==> src/rtl/calendar_clock_defs.svh <==
// Purpose: offsets, field positions, reset values and codes of the calendar clock
// Assumes: byte addresses, one 32-bit word per register
// Notes:   the alias operation sits in address bits 3:2
`ifndef CALENDAR_CLOCK_DEFS_SVH
`define CALENDAR_CLOCK_DEFS_SVH
`define OFS_CONTROL_A     8'h00
`define OFS_CONTROL_B     8'h10
`define OFS_STATUS        8'h30
`define OFS_TIME          8'h40
`define OFS_DATE          8'h50
`define OFS_ALARM_TIME    8'h60
`define OFS_ALARM_DATE    8'h70
`define CONTROL_A_MASK    32'hCFFF_88F0
`define CONTROL_B_MASK    32'hFFFF_F803
`define ALARM_DATE_MASK   32'h001F_3F07
`define CONTROL_RESET     32'h0000_0000
`define BIT_ALARM_ENABLE  31
`define BIT_CHIME         30
`define POS_INTERVAL      24
`define POS_REPEAT        16
`define BIT_ON            15
`define BIT_WRITE_LOCK    11
`define BIT_PIN_ENABLE    7
`define POS_PIN_SELECT    4
`define POS_DIVIDE        16
`define POS_FRACTION      11
`define POS_SOURCE        0
`define BIT_ALARM_EVENT   5
`define BIT_SYNC          2
`define BIT_ALARM_SYNC    1
`define BIT_HALF          0
`define IVL_HALF_SECOND   4'h0
`define IVL_SECOND        4'h1
`define IVL_TEN_SECONDS   4'h2
`define IVL_MINUTE        4'h3
`define IVL_TEN_MINUTES   4'h4
`define IVL_HOUR          4'h5
`define IVL_DAY           4'h6
`define IVL_WEEK          4'h7
`define IVL_MONTH         4'h8
`define IVL_YEAR          4'h9
`define SRC_CRYSTAL       2'h0
`define SRC_INTERNAL      2'h1
`define SRC_PIN           2'h2
`define SRC_PERIPHERAL    2'h3
`define PIN_ALARM         3'h0
`define PIN_SECONDS       3'h1
`define PIN_DIVIDED       3'h2
`define SEC_LAST          8'h59
`define HOUR_LAST         8'h23
`define MONTH_LAST        8'h12
`define YEAR_LAST         8'h99
`define WEEKDAY_LAST      3'h6
`define FRACTION_WRAP     5'h1F
`define SYNC_WINDOW       17'h0_0020
`endif

==> src/rtl/calendar_clock_pkg.sv <==
// Purpose: types shared by the calendar clock
// Assumes: every field is one BCD digit
// Notes:   tens digits are kept 4 bits wide; hour, minute, day and month tens are trimmed on the register view
package calendar_clock_pkg;
    typedef struct packed {
        logic [3:0] hr_t, hr_o, min_t, min_o, sec_t, sec_o;
    } time_s;
    typedef struct packed {
        logic [3:0] yr_t, yr_o, mth_t, mth_o, day_t, day_o;
        logic [2:0] weekday_field;
    } date_s;
    typedef enum logic [1:0] {op_write, op_clear, op_set, op_invert} alias_op_e;
endpackage

==> src/rtl/calendar_clock_with_alarm.sv <==
// Purpose: real-time clock, calendar and alarm behind a plain register port
// Assumes: timebase sources are at most a quarter of the clock rate
// Notes:   time and date registers hold BCD digits
// Behaviour
// - hours count zero to twenty-three
// - half-second indicator visible in status
// - calendar 2000-2099 with leap-year correction
// - all fields held as BCD digits
// - interval codes zero to eight select period
// - code nine yearly, February 29th quadrennial
// - alarm enable gates alarm events
// - chime lets repeat count wrap
// - without chime, count stops at zero
// - count decrements on every alarm event except at zero without chime
// - four timebase sources supported
// - two-bit field selects timebase source
// - divide value sets half-second period
// - fractional calibration lengthens period periodically
// - pin shows alarm, seconds or divided clock
// - clear, set, invert aliases per register
// - defined register values after reset
//
// The strobed register port was decided locally.
`timescale 1ns/1ps
`include "calendar_clock_defs.svh"
module calendar_clock_with_alarm #(
    parameter int ADDR_WIDTH = 8
) (
    input  wire logic                  clock,
    input  wire logic                  reset,
    input  wire logic [ADDR_WIDTH-1:0] address,
    input  wire logic [31:0]           write_data,
    input  wire logic                  write_strobe,
    input  wire logic                  read_strobe,
    output logic      [31:0]           read_data,
    input  wire logic                  secondary_crystal_osc,
    input  wire logic                  low_power_internal_osc,
    input  wire logic                  external_timebase_pin,
    output logic                       pin_out,
    output logic                       pin_drive_n
);
    if (ADDR_WIDTH < 7) begin : g_check
        $error("address too narrow for the register map");
    end

    calendar_clock_pkg::time_s     tm, next_tm, atm, next_atm;
    calendar_clock_pkg::date_s     dt, next_dt, adt, next_adt;
    calendar_clock_pkg::alias_op_e op;
    logic [31:0]           ctl_a, next_ctl_a, ctl_b, next_ctl_b, next_read_data;
    logic [16:0]           cnt, next_cnt, reload;
    logic [4:0]            frac, next_frac;
    logic                  half, next_half, half_chk, sec_chk, evt, next_evt;
    logic                  next_pin_out, src_tick, half_tick, sec_tick, fire, c;
    logic [8:0]            s;
    logic [2:0]            pin_raw, pin_meta, pin_sync, pin_prev, edges;
    logic [ADDR_WIDTH-1:0] base;
    logic [3:0]            ivl;
    logic [7:0]            rpt;
    logic                  locked, m_s1, m_s, m_m1, m_m, m_h, m_w, m_d, m_mo;

    function automatic logic [8:0] bcd_step(input logic [7:0] v, last, first);
        if (v == last) return {1'b1, first};
        if (v[3:0] == 4'h9) return {1'b0, v[7:4] + 4'h1, 4'h0};
        return {1'b0, v[7:4], v[3:0] + 4'h1};
    endfunction

    function automatic logic [7:0] month_last(input logic [7:0] mth, yr);
        logic leap;
        // every year of 2000-2099 divisible by four is a leap year
        leap = yr[4] ? (yr[3:0] == 4'h2 || yr[3:0] == 4'h6)
                     : (yr[3:0] == 4'h0 || yr[3:0] == 4'h4 || yr[3:0] == 4'h8);
        case (mth)
            8'h02: return leap ? 8'h29 : 8'h28;
            8'h04, 8'h06, 8'h09, 8'h11: return 8'h30;
            default: return 8'h31;
        endcase
    endfunction

    function automatic logic [31:0] time_word(input calendar_clock_pkg::time_s t);
        return {1'b0, t.hr_t[2:0], t.hr_o, 1'b0, t.min_t[2:0], t.min_o,
                t.sec_t, t.sec_o, 8'h00};
    endfunction

    function automatic calendar_clock_pkg::time_s word_time(input logic [31:0] w);
        return {1'b0, w[30:28], w[27:24], 1'b0, w[22:20], w[19:16], w[15:12], w[11:8]};
    endfunction

    function automatic logic [31:0] date_word(input calendar_clock_pkg::date_s d);
        return {d.yr_t, d.yr_o, 3'b000, d.mth_t[0], d.mth_o, 2'b00, d.day_t[1:0],
                d.day_o, 5'b00000, d.weekday_field};
    endfunction

    function automatic calendar_clock_pkg::date_s word_date(input logic [31:0] w);
        return {w[31:28], w[27:24], 3'b000, w[20], w[19:16], 2'b00, w[13:12],
                w[11:8], w[2:0]};
    endfunction

    function automatic logic [31:0] apply(input logic [31:0] old, wd,
                                          input calendar_clock_pkg::alias_op_e o);
        unique case (o)
            calendar_clock_pkg::op_write:  return wd;
            calendar_clock_pkg::op_clear:  return old & ~wd;
            calendar_clock_pkg::op_set:    return old | wd;
            calendar_clock_pkg::op_invert: return old ^ wd;
        endcase
    endfunction

    // the first stage is read only by the second; edges come from stage two and three
    assign pin_raw = {external_timebase_pin, low_power_internal_osc, secondary_crystal_osc};
    for (genvar i = 0; i < 3; i++) begin : g_sync
        always_ff @(posedge clock or posedge reset) begin
            if (reset) begin
                pin_meta[i] <= 1'b0;
                pin_sync[i] <= 1'b0;
                pin_prev[i] <= 1'b0;
            end else begin
                pin_meta[i] <= pin_raw[i];
                pin_sync[i] <= pin_meta[i];
                pin_prev[i] <= pin_sync[i];
            end
        end
    end
    assign edges = pin_sync & ~pin_prev;

    assign base   = {address[ADDR_WIDTH-1:4], 4'h0};
    assign op     = calendar_clock_pkg::alias_op_e'(address[3:2]);
    assign ivl    = ctl_a[`POS_INTERVAL +: 4];
    assign rpt    = ctl_a[`POS_REPEAT +: 8];
    assign locked = ctl_a[`BIT_WRITE_LOCK];

    always_comb begin
        unique case (ctl_b[`POS_SOURCE +: 2])
            `SRC_CRYSTAL:  src_tick = edges[0];
            `SRC_INTERNAL: src_tick = edges[1];
            `SRC_PIN:      src_tick = edges[2];
            `SRC_PERIPHERAL: src_tick = 1'b1;
        endcase
    end

    // calibration stretches one half-second in every thirty-two (16 s)
    assign reload = (frac == `FRACTION_WRAP)
                  ? 17'({1'b0, ctl_b[`POS_DIVIDE +: 16]} + 17'(ctl_b[`POS_FRACTION +: 5]))
                  : {1'b0, ctl_b[`POS_DIVIDE +: 16]};
    assign half_tick = ctl_a[`BIT_ON] && src_tick && cnt == 17'h0_0000;
    assign sec_tick  = half_tick && half;

    // matches use the registered time one cycle after the tick
    assign m_s1 = tm.sec_o == atm.sec_o;
    assign m_s  = m_s1 && tm.sec_t == atm.sec_t;
    assign m_m1 = m_s && tm.min_o == atm.min_o;
    assign m_m  = m_m1 && tm.min_t == atm.min_t;
    assign m_h  = m_m && tm.hr_t == atm.hr_t && tm.hr_o == atm.hr_o;
    assign m_w  = m_h && dt.weekday_field == adt.weekday_field;
    assign m_d  = m_h && dt.day_t == adt.day_t && dt.day_o == adt.day_o;
    assign m_mo = m_d && dt.mth_t == adt.mth_t && dt.mth_o == adt.mth_o;

    always_comb begin
        case (ivl)
            `IVL_HALF_SECOND: fire = half_chk;
            `IVL_SECOND:      fire = sec_chk;
            `IVL_TEN_SECONDS: fire = sec_chk && m_s1;
            `IVL_MINUTE:      fire = sec_chk && m_s;
            `IVL_TEN_MINUTES: fire = sec_chk && m_m1;
            `IVL_HOUR:        fire = sec_chk && m_m;
            `IVL_DAY:         fire = sec_chk && m_h;
            `IVL_WEEK:        fire = sec_chk && m_w;
            `IVL_MONTH:       fire = sec_chk && m_d;
            `IVL_YEAR:        fire = sec_chk && m_mo;
            default:          fire = 1'b0;
        endcase
        fire = fire && ctl_a[`BIT_ALARM_ENABLE];
    end

    always_comb begin
        next_tm = tm;
        next_dt = dt;
        next_atm = atm;
        next_adt = adt;
        next_ctl_a = ctl_a;
        next_ctl_b = ctl_b;
        next_cnt = cnt;
        next_frac = frac;
        next_half = half;
        c = 1'b0;
        s = 9'h000;
        if (ctl_a[`BIT_ON] && src_tick) begin
            next_cnt = (cnt == 17'h0_0000) ? reload : cnt - 17'h0_0001;
        end
        if (half_tick) begin
            next_half = ~half;
            next_frac = frac + 5'h01;
        end
        if (sec_tick) begin
            s = bcd_step({tm.sec_t, tm.sec_o}, `SEC_LAST, 8'h00);
            {next_tm.sec_t, next_tm.sec_o} = s[7:0];
            c = s[8];
            if (c) begin
                s = bcd_step({tm.min_t, tm.min_o}, `SEC_LAST, 8'h00);
                {next_tm.min_t, next_tm.min_o} = s[7:0];
                c = s[8];
            end
            if (c) begin
                s = bcd_step({tm.hr_t, tm.hr_o}, `HOUR_LAST, 8'h00);
                {next_tm.hr_t, next_tm.hr_o} = s[7:0];
                c = s[8];
            end
            if (c) begin
                next_dt.weekday_field = (dt.weekday_field == `WEEKDAY_LAST)
                                      ? 3'h0 : dt.weekday_field + 3'h1;
                s = bcd_step({dt.day_t, dt.day_o},
                             month_last({dt.mth_t, dt.mth_o}, {dt.yr_t, dt.yr_o}),
                             8'h01);
                {next_dt.day_t, next_dt.day_o} = s[7:0];
                c = s[8];
            end
            if (c) begin
                s = bcd_step({dt.mth_t, dt.mth_o}, `MONTH_LAST, 8'h01);
                {next_dt.mth_t, next_dt.mth_o} = s[7:0];
                c = s[8];
            end
            if (c) begin
                s = bcd_step({dt.yr_t, dt.yr_o}, `YEAR_LAST, 8'h00);
                {next_dt.yr_t, next_dt.yr_o} = s[7:0];
            end
        end
        if (fire) begin
            // without chime the last event also retires the alarm
            if (rpt == 8'h00 && !ctl_a[`BIT_CHIME]) begin
                next_ctl_a[`BIT_ALARM_ENABLE] = 1'b0;
            end else begin
                next_ctl_a[`POS_REPEAT +: 8] = rpt - 8'h01;
            end
        end
        // a software write in the same cycle overrides the hardware update
        if (write_strobe) begin
            if (base == ADDR_WIDTH'(`OFS_CONTROL_A)) begin
                next_ctl_a = apply(ctl_a, write_data, op) & `CONTROL_A_MASK;
            end
            if (base == ADDR_WIDTH'(`OFS_CONTROL_B) && !locked) begin
                next_ctl_b = apply(ctl_b, write_data, op) & `CONTROL_B_MASK;
            end
            if (base == ADDR_WIDTH'(`OFS_TIME) && !locked) begin
                next_tm = word_time(apply(time_word(tm), write_data, op));
            end
            if (base == ADDR_WIDTH'(`OFS_DATE) && !locked) begin
                next_dt = word_date(apply(date_word(dt), write_data, op));
            end
            if (base == ADDR_WIDTH'(`OFS_ALARM_TIME)) begin
                next_atm = word_time(apply(time_word(atm), write_data, op));
            end
            if (base == ADDR_WIDTH'(`OFS_ALARM_DATE)) begin
                next_adt = word_date(apply(date_word(adt), write_data, op)
                                     & `ALARM_DATE_MASK);
            end
        end
    end

    always_comb begin
        next_read_data = 32'h0000_0000;
        // reading status clears the event flag, but a new event wins
        next_evt = fire || (evt && !(read_strobe && base == ADDR_WIDTH'(`OFS_STATUS)));
        if (read_strobe) begin
            case (base)
                ADDR_WIDTH'(`OFS_CONTROL_A):  next_read_data = ctl_a;
                ADDR_WIDTH'(`OFS_CONTROL_B):  next_read_data = ctl_b;
                ADDR_WIDTH'(`OFS_STATUS): begin
                    next_read_data[`BIT_ALARM_EVENT] = evt;
                    next_read_data[`BIT_SYNC] = ctl_a[`BIT_ON] && cnt < `SYNC_WINDOW;
                    next_read_data[`BIT_ALARM_SYNC] = ctl_a[`BIT_ON] && cnt < `SYNC_WINDOW
                                                      && ctl_a[`BIT_ALARM_ENABLE];
                    next_read_data[`BIT_HALF] = half;
                end
                ADDR_WIDTH'(`OFS_TIME):       next_read_data = time_word(tm);
                ADDR_WIDTH'(`OFS_DATE):       next_read_data = date_word(dt);
                ADDR_WIDTH'(`OFS_ALARM_TIME): next_read_data = time_word(atm);
                ADDR_WIDTH'(`OFS_ALARM_DATE): next_read_data = date_word(adt) & `ALARM_DATE_MASK;
                default:                      next_read_data = 32'h0000_0000;
            endcase
        end
        case (ctl_a[`POS_PIN_SELECT +: 3])
            `PIN_ALARM:   next_pin_out = fire;
            `PIN_SECONDS: next_pin_out = half;
            `PIN_DIVIDED: next_pin_out = half_tick;
            default:      next_pin_out = 1'b0;
        endcase
        next_pin_out = next_pin_out && ctl_a[`BIT_PIN_ENABLE];
    end

    always_ff @(posedge clock or posedge reset) begin
        if (reset) begin
            tm <= '0;
            dt <= '0;
            atm <= '0;
            adt <= '0;
            ctl_a <= `CONTROL_RESET;
            ctl_b <= `CONTROL_RESET;
            cnt <= 17'h0_0000;
            frac <= 5'h00;
            half <= 1'b0;
            half_chk <= 1'b0;
            sec_chk <= 1'b0;
            evt <= 1'b0;
            read_data <= 32'h0000_0000;
            pin_out <= 1'b0;
            pin_drive_n <= 1'b1;
        end else begin
            tm <= next_tm;
            dt <= next_dt;
            atm <= next_atm;
            adt <= next_adt;
            ctl_a <= next_ctl_a;
            ctl_b <= next_ctl_b;
            cnt <= next_cnt;
            frac <= next_frac;
            half <= next_half;
            half_chk <= half_tick;
            sec_chk <= sec_tick;
            evt <= next_evt;
            read_data <= next_read_data;
            pin_out <= next_pin_out;
            pin_drive_n <= ~ctl_a[`BIT_PIN_ENABLE];
        end
    end
endmodule // calendar_clock_with_alarm

==> config.mk <==
export PLATFORM = sky130hd
export DESIGN_NAME = calendar_clock_with_alarm
export DESIGN_NICKNAME = d
export VERILOG_FILES = /design/src/rtl/calendar_clock_pkg.sv /design/src/rtl/calendar_clock_with_alarm.sv
export VERILOG_INCLUDE_DIRS = /design/src /design/src/rtl
export SDC_FILE = /design/constraint.sdc
export NUM_CORES = 1
export LEC_CHECK = 0
export ABC_AREA = 1
export CORE_MARGIN = 5
export CORE_UTILIZATION = 35
export DETAILED_ROUTE_END_ITERATION = 12
export DONT_BUFFER_PORTS = 1
export GPL_TIMING_DRIVEN = 0
export PLACE_DENSITY = 0.57
export SYNTH_ARGS = -nofsm -noshare
export SYNTH_HDL_FRONTEND = slang
export SYNTH_SLANG_ARGS = --single-unit
==> constraint.sdc <==
create_clock -name clock -period 7.1 [get_ports clock]
set_clock_uncertainty 0.15 [all_clocks]
set_input_delay 1.065 -clock clock [delete_from_list [all_inputs] [get_ports clock]]
set_output_delay 1.065 -clock clock [all_outputs]
set_load 0.005 [all_outputs]
==> flow_metrics.env, run 1 <==
export IMPL_outcome="complete, but fails checks"
export IMPL_violations="capacitance limit"
export IMPL_ir_drop_v=0.000186
export IMPL_grt_max_degree=107
export IMPL_tns_ns=0
export IMPL_path_buf_inv=4
export IMPL_first_iter_violations=1901
export IMPL_grt_setup_unrepaired="no"
export IMPL_start_util_pct=35.5
export IMPL_crit_path_end_kind="flop"
export IMPL_ys_ff_latch=198
export IMPL_drv_cap=1
export IMPL_place_gp_congestion=0.967
export IMPL_finalSetupViolCount=0
export IMPL_postSynthAreaPerCell_sq_um=7.90
export IMPL_h_tree_depth=4
export IMPL_via_per_inst=5.97
export IMPL_hpwl_um=52300
export IMPL_grt_first_pass_wirelength_um=102000
export IMPL_synth_edf_count=0
export IMPL_post_cts_buffers=0
export IMPL_dieArea_sq_mm=0.0518
export IMPL_area_delta_synth_final_pct=8.54
export IMPL_slew_headroom_pct=0.399
export IMPL_finalHoldWorstSlack_ns=0.210
export IMPL_start_kind="input port"
export IMPL_cpPeakStageDelay_ns=0.79
export IMPL_core_area_sq_mm=0.0467
export IMPL_crit_required_ns=7.36
export IMPL_path_class="in -> reg"
export IMPL_clock_latency_ns=0.51
export IMPL_grt_ovfl_total=0
export IMPL_netlist_top_cells_area="dfrtp_1 (30%), ha_1 (21%), nand2_1 (7.6%)"
export IMPL_synth_cell_types=63
export IMPL_placementRows=79
export IMPL_crit_chain="inv_1 > nor2_1 > inv_1 > nor2_1 > nand2_1 > clkbuf_1 > clkbuf_1 > a21oi_1"
export IMPL_min_period_over_period_pct=56.5
export IMPL_synth_top_area_share_pct=29.7
export IMPL_io_pins=81
export IMPL_vias=16400
export IMPL_cts_hold_buf=0
export IMPL_first_global_vias=15500
export IMPL_dieWidth_um=228
export IMPL_leakage_uw=0.00865
export IMPL_min_path_type="reg -> reg"
export IMPL_avgRoutedWirePerCell_um=25.7
export IMPL_finalWirelength_um=70300
export IMPL_synth_largest_area_cell="dfrtp_1"
export IMPL_ys_seq_area_share_pct=29.9
export IMPL_powerDensity_mw_per_mm2=238
export IMPL_synth_cell_area_sq_mm=0.0166
export IMPL_fin_nets=2441
export IMPL_layout_drive_gt1_share_pct=3.80
export IMPL_drc_errors=0
export IMPL_cts_made_buffers=17
export IMPL_final_antenna_net_count=0
export IMPL_finalHoldViolCount=0
export IMPL_cts_max_path_buffers=2
export IMPL_ctsResizeCount=0
export IMPL_synthArstFlopShare_pct=100
export IMPL_fmax_mhz=249
export IMPL_crit_fanout=10
export IMPL_io_buffers=0
export IMPL_first_pass_iters=8
export IMPL_slowest_stage="nand2_1"
export IMPL_antenna_found_initial=0
export IMPL_period_minus_slack_ns=4.01
export IMPL_clock_sinks=198
export IMPL_syn_nets=2421
export IMPL_crit_family="simple AND/OR/NAND/NOR gates"
export IMPL_track_usage_pct=26.6
export IMPL_die_y_um=228
export IMPL_yosysWarnings=0
export IMPL_syn_inst=2098
export IMPL_cts_tree="yes"
export IMPL_report_final_slew_viol_count=0
export IMPL_path_clk_slew_ns=0.10
export IMPL_tightest_slew_ns=1.46
export IMPL_arrival_ns=4.28
export IMPL_synthFlopType="dfrtp_1"
export IMPL_cts_root_buf="clkbuf_16"
-- synthesized netlist by cell type (4+ instances only) --
cell       count
nor2_2         4
buf_1          7
nand4_1       20
a22oi_1       16
nand3_1       70
a2111oi_0     62
inv_2          8
o22ai_1       51
nor3_1        38
clkbuf_1      70
a221oi_1      35
dfrtp_1      197
ha_1         275
nor2_4         8
a211oi_1      12
a31oi_1        5
o2111ai_1      6
xnor2_1       19
a32o_1         5
nor4_1         6
nor2_1       198
inv_1        254
o21ai_0      160
o211ai_1      19
a32oi_1        4
xor2_1        28
a21oi_1      126
nand2_1      336
nand2_4        5
clkinv_1       4
o31ai_1        6
-- layout make-up --
class | instances | area, sq um
clock buffers | 17 | 425
multi-input cells | 1553 | 10300
well taps | 607 | 759
clock inverters | 15 | 193
diodes | 1 | 2.50
plain buffers | 80 | 307
repair buffers | 1 | 27.5
flip-flops and latches | 198 | 4960
fillers | 4767 | 28700
inverters | 267 | 1010
-- placed cells by master, fill, tap and decap left out, types with 62 or more instances in the layout --
cell type	instances
nand2_1	336
ha_1	275
a2111oi_0	62
nand3_1	70
nor2_1	198
dfrtp_1	197
clkbuf_1	70
o21ai_0	160
a21oi_1	126
inv_1	253
-- final timing paths --
kind	start	end	cells after the start	slack, ns
setup / recovery	address[6]	adt[7]	8	3.09
hold / removal	pin_meta[0]	pin_sync[0]	0	0.21
setup reg to reg	tm[20]	dt[15]	14	3.25
hold reg to reg	pin_meta[0]	pin_sync[0]	0	0.21
max in group asynchronous	reset	atm[21]	2	5.40
min in group asynchronous	reset	ctl_a[17]	1	0.38
-- cells by family after synthesis --
| family | Yosys count | synth area share (%) |
|---|---|---|
| AND/OR/NAND/NOR | 704 | 18.7 |
| AO/OA/AOI/OAI | 525 | 20.0 |
| buffers and inverters | 347 | 7.93 |
| adder cells (fa/ha/maj) | 276 | 20.9 |
| flip-flops | 198 | 29.9 |
| XOR/XNOR | 47 | 2.48 |
| other | 1 | 0.0226 |
-- metrics by stage --
| stage | setup slack, ns | std cells | area (sq um) | util [%] | total power [uW] |
|---|---|---|---|---|---|
| after floorplan | 0.489 | 2098 | 16600 | - | 2650 |
| final | 3.09 | 2739 | 18000 | 38.6 | 4280 |
| after CTS | 3.27 | 2738 | 18000 | 38.5 | 4240 |
| after global routing | 3.10 | 2738 | 18000 | 38.5 | 4550 |
| after global placement | -2.70 | 2705 | 17300 | 37.1 | 3100 |
| after detailed placement | 2.76 | 2706 | 17400 | 37.2 | 3160 |
-- where the power goes --
group | leakage, uW | total [uW] | internal (uW) | switching [uW]
Sequential | 0.00230 | 1680 | 1360 | 322
Combinational | 0.00605 | 1520 | 521 | 998
Clock | 0.000297 | 1080 | 488 | 595
Total | 0.00865 | 4280 | 2370 | 1910
-- worst reg2reg max path, cell delays in order, from the launching register on --
cell       delay, ns
dfrtp_1         0.45
inv_1           0.19
ha_1            0.18
nand2_1         0.05
nor4_1          0.78
inv_1           0.42
nor2_1          0.36
inv_1           0.17
nor2_4          0.16
nand2_4         0.12
nor2_4          0.15
nor2_1          0.12
inv_1           0.21
a21oi_1         0.07
o2bb2ai_1       0.13
-- flip-flops by register name (all words and copies together), names as in the netlist --
signal / cells
read_data: 31
ctl_a: 20
pin_meta: 3
pin_drive_n: 1
pin_sync: 3
ctl_b: 23
dt: 27
frac: 5
pin_out: 1
evt: 1
cnt: 17
tm: 24
half_chk: 1
atm: 22
sec_chk: 1
half: 1
pin_prev: 3
adt: 14
-- per-layer routing --
metal	share of wire [%]	up-vias	wire [um]	global-route usage (%)
li1	-	7270	-	-
met2	44	855	31000	41.2
met5	0	-	0	0
met3	8.3	191	5860	5.54
met1	42	8048	29600	35.3
met4	5.4	0	3790	13.3
(Power assumes the default switching activity.)
==> run 2: changes to the inputs <==
PLACE_DENSITY = 0.59   (was 0.57)
clock period = 3.4 ns   (was 7.1 ns; I/O delays follow)
==> flow_metrics.env, run 2 (synthesized netlist as in run 1, its figures left out) <==
export IMPL_dieArea_sq_mm=0.0518
export IMPL_p_total_uw=8920
export IMPL_fillCellCount=4812
export IMPL_path_class="reg -> reg"
export IMPL_place_gp_congestion=0.959
export IMPL_tightest_slew_ns=1.33
export IMPL_min_from="read_strobe"
export IMPL_io_pins=81
export IMPL_largest_register_ffs=31
export IMPL_hpwl_um=52500
export IMPL_drv_cap=0
export IMPL_finalHoldViolCount=0
export IMPL_leakage_uw=0.00876
export IMPL_final_antenna_net_count=0
export IMPL_via_per_inst=5.92
export IMPL_first_iter_violations=2077
export IMPL_slew_headroom_pct=11.6
export IMPL_antenna_found_initial=0
export IMPL_crit_path_end_kind="flop"
export IMPL_io_buffers=0
export IMPL_drc_errors=0
export IMPL_preCtsSetupSlack_ns=-0.379
export IMPL_period_minus_slack_ns=3.36
export IMPL_cts_made_buffers=17
export IMPL_h_tree_depth=4
export IMPL_finalWirelength_um=69900
export IMPL_cts_tree="yes"
export IMPL_final_cells=2758
export IMPL_report_final_slew_viol_count=0
export IMPL_layout_drive_gt1_share_pct=4.74
export IMPL_min_period_over_period_pct=99.0
export IMPL_track_usage_pct=26.4
export IMPL_grt_first_pass_wirelength_um=102000
export IMPL_top_register="read_data"
export IMPL_r2r_start="tm[18]"
export IMPL_powerDensity_mw_per_mm2=489
export IMPL_finalHoldWorstSlack_ns=0.0376
export IMPL_grt_ovfl_total=0
export IMPL_path_clk_slew_ns=0.10
export IMPL_area_delta_synth_final_pct=10.1
export IMPL_crit_fanout=7
export IMPL_regArea_sq_mm=0.00496
export IMPL_cts_root_buf="clkbuf_16"
export IMPL_min_path_type="in -> reg"
export IMPL_cts_max_path_buffers=2
export IMPL_ir_drop_v=0.000407
export IMPL_dieWidth_um=228
export IMPL_grt_max_degree=39
export IMPL_tns_ns=0
export IMPL_multi_input_area_sq_mm=0.0103
export IMPL_fmax_mhz=297
export IMPL_start_util_pct=35.5
export IMPL_placementRows=79
export IMPL_start_kind="flop"
export IMPL_crit_required_ns=3.61
export IMPL_arrival_ns=3.57
export IMPL_final_common_cell="nand2_1"
export IMPL_first_global_vias=15500
export IMPL_place_inst=2711
export IMPL_clock_sinks=198
export IMPL_reg_top3="read_data: 31 flops, dt: 27 flops, tm: 24 flops"
export IMPL_avgRoutedWirePerCell_um=25.4
export IMPL_outcome="complete, no violations"
export IMPL_vias=16300
export IMPL_clock_latency_ns=0.50
export IMPL_fin_nets=2460
export IMPL_finalSetupViolCount=0
export IMPL_core_area_sq_mm=0.0467
export IMPL_setup_slack_ns=0.0352
export IMPL_first_pass_iters=5
export IMPL_die_y_um=228
export IMPL_critPathLaunch="tm[18]"
export IMPL_final_cell_mix="nand2_1 (335), ha_1 (274), inv_1 (251), dfrtp_1 (197), nor2_1 (196)"
-- run 2: cell count changes in the layout (fill, tap and decap cells not counted), sizes merged --
cell / delta
inv: -2
clkbuf: +3
dlygate4sd3: +5
buf: +13
-- run 2: final cells by class --
class                   instances  area share [%]
repair buffers                 20            1.44
clock inverters                13           0.803
flip-flops and latches        198            27.2
inverters                     267            5.54
diodes                          1          0.0137
well taps                     607            4.16
clock buffers                  19            2.48
multi-input cells            1553            56.7
plain buffers                  80            1.69
-- run 2: path summary, 6_finish.rpt --
path,end,slack [ns],cells after the start
worst min register to register,pin_sync[2],0.21,0
max in group asynchronous,atm[21],1.58,5
worst min-delay path,read_data[14],0.04,2
worst max-delay path,dt[15],0.04,13
min in group asynchronous,ctl_b[19],0.39,2
worst max register to register,dt[15],0.04,13
-- run 2: critical path, stage by stage, from the launching register on --
cell and delay (ns):
dfrtp_1 0.47, inv_1 0.23, nand2_1 0.15, nor4_4 0.46, inv_1 0.31, nor2_1 0.30
inv_1 0.17, nor2_4 0.16, nand2_4 0.12, nor2_4 0.16, nor2_1 0.12, inv_1 0.21
a21oi_1 0.07, o2bb2ai_1 0.13
-- run 2: repair_timing --
item,CTS,global route
pin swaps,0,6
gates resized for setup,1,11
gates cloned,0,0
endpoints found under the setup margin,15,24
hold buffers,5,0
hold endpoints to repair,23,0
buffers inserted,0,9
-- run 2: per-stage QoR --
stage               instance area, sq um  util (%)
finish                             18200      39.1
CTS                                18100      38.8
floorplan                          16600         -
global placement                   17300      37.2
detailed placement                 17500      37.4
global route                       18200      39.1
-- run 2: report_power, final --
| part | switching, uW | leakage [uW] | internal (uW) |
|---|---|---|---|
| combinational | 2100 | 0.00617 | 1110 |
| sequential | 663 | 0.00230 | 2830 |
| clock | 1170 | 0.000296 | 1030 |
| total | 3940 | 0.00876 | 4970 |
-- run 2: per-layer routing --
layer	share of wire [%]	GRT usage, %	wire, um	vias to the layer above
li1	-	-	-	7302
met1	42	35.3	29200	7953
met2	44	41.1	31000	873
met3	8.6	5.00	6030	190
met4	5.4	12.8	3760	0
met5	0	0	0	-
